$ cat src/pkg/spc_pkg.sv
// Constants, register map and state encoding of the sleep and power control
package spc_pkg;

  // Register indices; byte address is four times the index
  localparam logic [7:0] SPC_IDX_CORE   = 8'h35;
  localparam logic [7:0] SPC_IDX_SLEEP  = 8'h33;
  localparam logic [7:0] SPC_IDX_GATE   = 8'h34;
  localparam logic [7:0] SPC_IDX_STATUS = 8'h36;

  // Sleep control register fields
  localparam int SPC_SE_BIT      = 0;
  localparam int SPC_SM_LSB      = 1;
  localparam int SPC_SLEEP_WIDTH = 3;

  // Core control register fields
  localparam int SPC_PUD_BIT    = 4;
  localparam int SPC_UNLOCK_BIT = 5;
  localparam int SPC_BROWNOUT_SLEEP_OFF_BIT   = 6;

  // Clock gate register bits
  localparam int SPC_GATE_ADC   = 0;
  localparam int SPC_GATE_USI   = 1;
  localparam int SPC_GATE_TIM0  = 2;
  localparam int SPC_GATE_TIM1  = 3;
  localparam int SPC_GATE_SPI   = 4;
  localparam int SPC_GATE_LIN   = 5;
  localparam int SPC_GATE_WIDTH = 6;

  // Reset values
  localparam logic [2:0] SPC_SLEEP_RST = 3'h0;
  localparam logic [5:0] SPC_GATE_RST  = 6'h00;

  // Sleep mode choice encodings
  localparam logic [1:0] SPC_MODE_IDLE = 2'h0;
  localparam logic [1:0] SPC_MODE_ADCN = 2'h1;
  localparam logic [1:0] SPC_MODE_PDWN = 2'h2;
  localparam logic [1:0] SPC_MODE_PSAV = 2'h3;

  // Cycle counts
  localparam logic [2:0] SPC_UNLOCK_CYC   = 3'h4;
  localparam logic [2:0] SPC_BROWNOUT_SLEEP_OFF_CYC     = 3'h6;
  localparam logic [2:0] SPC_BROWNOUT_SLEEP_OFF_ACT_MAX = 3'h3;
  localparam logic [2:0] SPC_WAKE_HALT    = 3'h4;
  localparam logic [15:0] SPC_STARTUP_DEF = 16'h0010;

  typedef enum logic [3:0] {
    SPC_ST_RUN   = 4'b0001,
    SPC_ST_SLEEP = 4'b0010,
    SPC_ST_START = 4'b0100,
    SPC_ST_HALT  = 4'b1000
  } spc_fsm_type;

endpackage

$ cat src/hw/spc_sleep_power_ctrl.sv
// Sleep mode, clock gating and brown-out sleep-off control with APB registers
//
// Implementation choice: register access over APB.
`timescale 1ns/1ps

module spc_sleep_power_ctrl #(
  parameter logic [15:0] STARTUP_CYC = spc_pkg::SPC_STARTUP_DEF
) (
  // Clock and reset
  input  wire logic        mclk_i,
  input  wire logic        rst_i,
  // APB slave
  input  wire logic        psel_i,
  input  wire logic        penable_i,
  input  wire logic        pwrite_i,
  input  wire logic [11:0] paddr_i,
  input  wire logic [31:0] pwdata_i,
  output logic      [31:0] prdata_o,
  output logic             pready_o,
  output logic             pslverr_o,
  // CPU core
  input  wire logic        sleep_instr_i,
  input  wire logic        wake_i,
  output logic             cpu_halt_o,
  // Clock domain enables
  output logic             clk_cpu_en_o,
  output logic             clk_io_en_o,
  output logic             clk_adc_en_o,
  output logic             clk_asy_en_o,
  output logic             main_osc_en_o,
  output logic      [5:0]  periph_clk_en_o,
  // Fuses and module requests
  input  wire logic [2:0]  brownout_level_fuses_i,
  input  wire logic        onchip_debug_fuse_i,
  input  wire logic        adc_enable_i,
  input  wire logic        adc_conv_start_i,
  input  wire logic        acomp_enable_i,
  input  wire logic        acomp_uses_ref_i,
  input  wire logic        wdt_enable_i,
  input  wire logic [15:0] wake_pin_need_i,
  // Analog and pin controls
  output logic             adc_en_o,
  output logic             adc_extended_conv_o,
  output logic             acomp_en_o,
  output logic             vref_en_o,
  output logic             wdt_run_o,
  output logic             brownout_en_o,
  output logic      [15:0] input_buf_en_o,
  output logic             pullup_disable_o
);

  typedef struct packed {
    spc_pkg::spc_fsm_type state;
    logic [1:0]  mode;
    logic [15:0] su_cnt;
    logic [2:0]  halt_cnt;
    logic [2:0]  sleep_ctl;
    logic [5:0]  gate;
    logic        pullup_disable;
    logic [2:0]  brownout_sleep_off_cnt;
    logic [2:0]  unlock_cnt;
    logic        bod_off;
    logic        adc_prev;
    logic        ext_conv;
    logic [31:0] prdata;
    logic        pready;
    logic        pslverr;
    logic        cpu_halt;
    logic        clk_cpu;
    logic        clk_io;
    logic        clk_adc;
    logic        clk_asy;
    logic        main_osc;
    logic [5:0]  periph_clk;
    logic        adc_en;
    logic        acomp_en;
    logic        vref_en;
    logic        wdt_run;
    logic        bod_en;
    logic [15:0] inbuf;
  } spc_state_type;

  spc_state_type state_reg;
  spc_state_type state_next;

  function automatic logic addr_hit(input logic [11:0] a,
                                    input logic [7:0]  idx);
    addr_hit = (a == {2'h0, idx, 2'h0});
  endfunction

  function automatic logic deep_mode(input logic [1:0] m);
    deep_mode = (m == spc_pkg::SPC_MODE_PDWN) ||
                (m == spc_pkg::SPC_MODE_PSAV);
  endfunction

  logic setup_ph;
  logic wr_en;
  logic hit_core;
  logic hit_sleep;
  logic hit_gate;
  logic hit_stat;
  logic brownout_sleep_off_bit;
  logic brownout_sleep_off_active;
  logic fuse_bod;
  logic sleeping;
  logic deep;

  assign setup_ph  = psel_i && !penable_i;
  // A write lands only at the access edge where the answer is given
  assign wr_en     = psel_i && penable_i && pwrite_i && state_reg.pready;
  assign hit_core  = addr_hit(paddr_i, spc_pkg::SPC_IDX_CORE);
  assign hit_sleep = addr_hit(paddr_i, spc_pkg::SPC_IDX_SLEEP);
  assign hit_gate  = addr_hit(paddr_i, spc_pkg::SPC_IDX_GATE);
  assign hit_stat  = addr_hit(paddr_i, spc_pkg::SPC_IDX_STATUS);
  assign brownout_sleep_off_bit  = (state_reg.brownout_sleep_off_cnt != 3'h0);
  assign brownout_sleep_off_active = brownout_sleep_off_bit &&
                       (state_reg.brownout_sleep_off_cnt <= spc_pkg::SPC_BROWNOUT_SLEEP_OFF_ACT_MAX);
  // All-ones fuse code means the monitor is disabled
  assign fuse_bod  = (brownout_level_fuses_i != 3'h7);

  always_comb begin
    state_next = state_reg;
    sleeping = 1'b0;
    deep = 1'b0;

    // APB: answer one cycle after setup, data registered
    state_next.pready  = setup_ph;
    state_next.pslverr = setup_ph &&
                         !(hit_core || hit_sleep || hit_gate || hit_stat);
    state_next.prdata  = 32'h0000_0000;
    if (setup_ph && !pwrite_i) begin
      if (hit_sleep) begin
        state_next.prdata[2:0] = state_reg.sleep_ctl;
      end else if (hit_gate) begin
        state_next.prdata[5:0] = state_reg.gate;
      end else if (hit_core) begin
        state_next.prdata[spc_pkg::SPC_BROWNOUT_SLEEP_OFF_BIT]   = brownout_sleep_off_bit;
        state_next.prdata[spc_pkg::SPC_UNLOCK_BIT] =
          (state_reg.unlock_cnt != 3'h0);
        state_next.prdata[spc_pkg::SPC_PUD_BIT]    = state_reg.pullup_disable;
      end else if (hit_stat) begin
        state_next.prdata[3:0] = state_reg.state;
        state_next.prdata[5:4] = state_reg.mode;
        state_next.prdata[6]   = brownout_sleep_off_active;
        state_next.prdata[7]   = state_reg.bod_off;
      end
    end

    // Sleep-off window and life counters
    if (state_reg.unlock_cnt != 3'h0) begin
      state_next.unlock_cnt = state_reg.unlock_cnt - 3'h1;
    end
    if (state_reg.brownout_sleep_off_cnt != 3'h0) begin
      state_next.brownout_sleep_off_cnt = state_reg.brownout_sleep_off_cnt - 3'h1;
    end

    if (wr_en && hit_sleep) begin
      state_next.sleep_ctl = pwdata_i[2:0];
    end
    if (wr_en && hit_gate) begin
      state_next.gate = pwdata_i[5:0];
    end
    if (wr_en && hit_core) begin
      state_next.pullup_disable = pwdata_i[spc_pkg::SPC_PUD_BIT];
      if (pwdata_i[spc_pkg::SPC_BROWNOUT_SLEEP_OFF_BIT] &&
          pwdata_i[spc_pkg::SPC_UNLOCK_BIT]) begin
        state_next.unlock_cnt = spc_pkg::SPC_UNLOCK_CYC;
      end else if (pwdata_i[spc_pkg::SPC_BROWNOUT_SLEEP_OFF_BIT] &&
                   state_reg.unlock_cnt != 3'h0) begin
        // Only the second step of the timed sequence sets the bit
        state_next.brownout_sleep_off_cnt   = spc_pkg::SPC_BROWNOUT_SLEEP_OFF_CYC;
        state_next.unlock_cnt = 3'h0;
      end
    end

    unique case (state_reg.state)
      spc_pkg::SPC_ST_RUN: begin
        if (sleep_instr_i &&
            state_reg.sleep_ctl[spc_pkg::SPC_SE_BIT]) begin
          state_next.state = spc_pkg::SPC_ST_SLEEP;
          state_next.mode  = state_reg.sleep_ctl[2:1];
          // Sleep-off only matters where the monitor may drop out
          state_next.bod_off = brownout_sleep_off_active &&
                               deep_mode(state_reg.sleep_ctl[2:1]);
        end
      end
      spc_pkg::SPC_ST_SLEEP: begin
        if (wake_i) begin
          state_next.bod_off = 1'b0;
          if (deep_mode(state_reg.mode)) begin
            state_next.state  = spc_pkg::SPC_ST_START;
            state_next.su_cnt = STARTUP_CYC;
          end else begin
            state_next.state    = spc_pkg::SPC_ST_HALT;
            state_next.halt_cnt = spc_pkg::SPC_WAKE_HALT;
          end
        end
      end
      spc_pkg::SPC_ST_START: begin
        if (state_reg.su_cnt <= 16'h0001) begin
          state_next.state    = spc_pkg::SPC_ST_HALT;
          state_next.halt_cnt = spc_pkg::SPC_WAKE_HALT;
        end else begin
          state_next.su_cnt = state_reg.su_cnt - 16'h0001;
        end
      end
      spc_pkg::SPC_ST_HALT: begin
        if (state_reg.halt_cnt <= 3'h1) begin
          state_next.state = spc_pkg::SPC_ST_RUN;
        end else begin
          state_next.halt_cnt = state_reg.halt_cnt - 3'h1;
        end
      end
      default: begin
        state_next.state = spc_pkg::SPC_ST_RUN;
      end
    endcase

    // Outputs follow the next control state so they leave flip-flops
    sleeping = (state_next.state == spc_pkg::SPC_ST_SLEEP);
    deep     = sleeping && deep_mode(state_next.mode);
    state_next.cpu_halt = (state_next.state != spc_pkg::SPC_ST_RUN);
    state_next.clk_cpu  = !state_next.cpu_halt;
    state_next.clk_io   = !sleeping ||
                          (state_next.mode == spc_pkg::SPC_MODE_IDLE);
    state_next.clk_adc  = !sleeping || !deep_mode(state_next.mode);
    state_next.clk_asy  = !sleeping ||
                          (state_next.mode != spc_pkg::SPC_MODE_PDWN);
    state_next.main_osc = state_next.clk_adc ||
                          onchip_debug_fuse_i;
    // The clock enable also gates the peripheral's register strobes,
    // so state holds and bus accesses are dropped while gated
    state_next.periph_clk = ~state_next.gate &
                            {{5{state_next.clk_io}},
                             state_next.clk_adc};
    state_next.adc_en   = adc_enable_i;
    state_next.adc_prev = adc_enable_i;
    if (adc_enable_i && !state_reg.adc_prev) begin
      state_next.ext_conv = 1'b1;
    end else if (adc_conv_start_i) begin
      state_next.ext_conv = 1'b0;
    end
    state_next.acomp_en = acomp_enable_i && !deep;
    state_next.bod_en   = fuse_bod && !state_next.bod_off;
    state_next.vref_en  = state_next.bod_en || adc_enable_i ||
                          (acomp_enable_i && acomp_uses_ref_i);
    state_next.wdt_run  = wdt_enable_i;
    state_next.inbuf    = deep ? wake_pin_need_i : 16'hFFFF;
  end

  always_ff @(posedge mclk_i or posedge rst_i) begin
    if (rst_i) begin
      state_reg            <= '0;
      state_reg.state      <= spc_pkg::SPC_ST_RUN;
      state_reg.sleep_ctl  <= spc_pkg::SPC_SLEEP_RST;
      state_reg.gate       <= spc_pkg::SPC_GATE_RST;
      state_reg.clk_cpu    <= 1'b1;
      state_reg.clk_io     <= 1'b1;
      state_reg.clk_adc    <= 1'b1;
      state_reg.clk_asy    <= 1'b1;
      state_reg.main_osc   <= 1'b1;
      state_reg.periph_clk <= 6'h3F;
      state_reg.inbuf      <= 16'hFFFF;
    end else begin
      state_reg <= state_next;
    end
  end

  assign prdata_o            = state_reg.prdata;
  assign pready_o            = state_reg.pready;
  assign pslverr_o           = state_reg.pslverr;
  assign cpu_halt_o          = state_reg.cpu_halt;
  assign clk_cpu_en_o        = state_reg.clk_cpu;
  assign clk_io_en_o         = state_reg.clk_io;
  assign clk_adc_en_o        = state_reg.clk_adc;
  assign clk_asy_en_o        = state_reg.clk_asy;
  assign main_osc_en_o       = state_reg.main_osc;
  assign periph_clk_en_o     = state_reg.periph_clk;
  assign adc_en_o            = state_reg.adc_en;
  assign adc_extended_conv_o = state_reg.ext_conv;
  assign acomp_en_o          = state_reg.acomp_en;
  assign vref_en_o           = state_reg.vref_en;
  assign wdt_run_o           = state_reg.wdt_run;
  assign brownout_en_o       = state_reg.bod_en;
  assign input_buf_en_o      = state_reg.inbuf;
  assign pullup_disable_o    = state_reg.pullup_disable;

  logic in_run;
  logic in_halt;
  logic deep_sleep;
  assign in_run     = (state_reg.state == spc_pkg::SPC_ST_RUN);
  assign in_halt    = (state_reg.state == spc_pkg::SPC_ST_HALT);
  assign deep_sleep = (state_reg.state == spc_pkg::SPC_ST_SLEEP) &&
                      deep_mode(state_reg.mode);
endmodule

$ cat config.mk
export PLATFORM = sky130hd
export DESIGN_NAME = spc_sleep_power_ctrl
export DESIGN_NICKNAME = d
export VERILOG_FILES = /design/src/pkg/spc_pkg.sv /design/src/hw/spc_sleep_power_ctrl.sv
export SDC_FILE = /design/constraint.sdc
export NUM_CORES = 1
export LEC_CHECK = 0
export BUFFER_PORTS_ARGS = -buffer_cell sky130_fd_sc_hd__buf_2
export CORE_ASPECT_RATIO = 1.5
export CORE_MARGIN = 3
export CORE_UTILIZATION = 50
export DETAILED_ROUTE_END_ITERATION = 7
export PLACE_DENSITY = 0.92
export SYNTH_ARGS = -nofsm -noshare
export SYNTH_HDL_FRONTEND = slang
export SYNTH_SLANG_ARGS = --single-unit
$ cat constraint.sdc
create_clock -name mclk_i -period 3 [get_ports mclk_i]
set_input_delay 0.6 -clock mclk_i [delete_from_list [all_inputs] [get_ports mclk_i]]
set_output_delay 0.6 -clock mclk_i [all_outputs]
set_load 0.005 [all_outputs]
==> impl_metrics.toml <==
[worst_setup_path]
cp_max_fo = 12
cpMostUsedCell = "a31o_2"
r2r_start = "state_reg[99]"
cp.required_ns = 3.23
crit_start = "state_reg[99]"
path_buf_inv = 1
cp_slowest_cell = "or4_1"
worstPathCellList = "or4_1 -> nor3_1 -> a31o_2 -> inv_1 -> a31o_2"
startpoint_type = "register"
endpoint_kind = "register"
crit_family = "simple AND/OR/NAND/NOR gates"
path_class = "register to register"
critical_path_arrival_ns = 2.53
crit_path_max_incr_delay_ns = 0.61

[final_layout]
drive_gt1_frac = 0.334
mostFrequentLayoutCell = "buf_2"
layout_common_cells = "buf_2 (95), dfrtp_1 (58), nor2_1 (28), dfstp_2 (28), nand2_1 (27)"
largest_reg_flops = 41
nFillCells = 672
stdcell_count = 593
fin_nets = 568
areaGrowthSynthToFinish_pct = 14.0
antennaDiodeCount = 0

[timing]
tightest_slew_ns = 0.685
finalHoldViolCount = 0
rsz0062_at_grt = "false"
fin_crit_ns = 2.30
setup_slack_ns = 0.698
slew_viol_final = 0
finalCritPeriodShare = 0.767
slew_headroom = 0.540
setup_viol = 0
fmax_mhz = 434
skew_ns = 0.00665
timing.hold.ws_ns = 0.345
tns_ns = 0

[synthesis]
synth_warnings = 0
synth.distinct_cells = 58
synth-async-reset-ratio = 1.00
synth_edf_count = 0
synthCells = 413
synth_seq_area_share = 0.515
avgSynthCellArea_sq_um = 10.3
synthFlopType = "dfrtp_1"
ys_seq_elements = 86
synth_area_sq_mm = 0.00425

[clock_network]
cts.hold.buffers_added = 0
clock_latency_ns = 0.34
clk_path_buf_depth = 2
cts_tree = "built"
root_buffer = "clkbuf_16"
cts_buffers = 9
postCtsSetupBuffers = 0
cts.sinks = 86
clk_pin_slew_worst_paths_ns = 0.06
postCtsResizedCells = 0
h-tree-depth = 3

[global_routing]
antenna_found_initial = 0
grt_max_degree = 87
grt_pass1_vias = 3094
overflow = 0
grt_use_total = 0.194
grt_pass1_wl_mm = 14.6

[drt]
wl_per_cell_um = 14.9
drt-pass1-iter-count = 5
viasPerCell = 5.38
drtAntennaViolNets = 0
drc = 0
dr_total_vias = 3188
drtIter0Drc = 252
routed_wl_mm = 8.86

[placement]
io_buffer_count = 95
dpl_worst_slack_ns = 0.661
gp_congestion = 0.887
dp_hpwl_mm = 6.59
place_inst = 577

[job]
max-cap-violations = 0

[pwr]
leakage_nw = 2.22
power_mw = 2.64
ir_worst_vdd_v = 0.000329
power.density_mw_per_mm2 = 544

[floorplanning]
fp.dieW_um = 81.3
core_sq_mm = 0.00816
rows = 40
start_util = 0.521
die-area_sq_mm = 0.00967
io_pins = 145
die_height_um = 119

[min_path]
hp-class = "input pin to asynchronous set/reset pin"

[outcome]
status = "finished clean"
[worst min-delay path: cells and delay by family]
kind / cells / cell delay, ns
buffers and inverters: 3 / 0.50
[per-layer routing]
layer  part of all wire  up-vias  wire length [um]  global-route usage
met5                  0        -                 0                   0
met4              0.031        0               278               0.101
met3              0.048       26               424              0.0386
met2               0.57      116              5060               0.342
met1               0.35     1538              3100               0.214
li1                   -     1508                 -                   -
[logic make-up (layout without fill, tap and decap cells)]
family / Yosys count / in the layout / share of synthesized area
other: 1 / 24 / 0.000882
and+or+nand+nor: 143 / 143 / 0.184
DFF: 86 / 86 / 0.515
muxes: 12 / 12 / 0.0312
adders and majority gates: 9 / 9 / 0.0265
buffers and inverters: 88 / 140 / 0.127
AOI/OAI and AO/OA: 72 / 72 / 0.112
xor gates and xnor gates: 2 / 2 / 0.00412
[worst paths after layout]
| kind | depth (start not counted) | slack [ns] | end |
|---|---|---|---|
| worst max-delay path | 5 | 0.70 | state_reg[91] |
| worst min-delay path | 3 | 0.34 | adc_extended_conv_o |
| worst max register to register | 5 | 0.70 | state_reg[91] |
| worst min register to register | 1 | 0.46 | adc_extended_conv_o |
| max in group asynchronous | 3 | 2.29 | state_reg[107] |
| min in group mclk_i | 1 | 0.36 | wdt_run_o |
[Yosys cell counts (all sizes together) (11+ instances only)]
library cell / count / area share
nand2: 27 / 0.024
dfrtp: 58 / 0.34
nor3: 11 / 0.013
nor2: 28 / 0.025
nand2b: 23 / 0.034
buf: 56 / 0.099
o21ai: 15 / 0.018
a21oi: 18 / 0.021
dfstp: 28 / 0.17
inv: 21 / 0.019
clkbuf: 11 / 0.0097
[cell type report]
type,count,area [sq um],area share
Clock buffer,14,275,0.0568
Multi-Input combinational cell,262,1610,0.332
Sequential cell,86,2190,0.451
Inverter,21,80.1,0.0165
Clock inverter,2,16.3,0.00336
Timing Repair Buffer,103,548,0.113
Tap cell,105,131,0.0271
[power breakdown]
group	internal [mW]	switching, mW	total, mW
clock	0.636	0.435	1.07
sequential	1.21	0.0363	1.25
combinational	0.136	0.180	0.316
[through the flow]
stage / utilization / cell area, sq um
after floorplan: - / 4340
after global placement: 0.558 / 4550
after detailed placement: 0.558 / 4550
after CTS: 0.594 / 4850
after global routing: 0.594 / 4850
final: 0.594 / 4850
(Power assumes the default switching activity.)
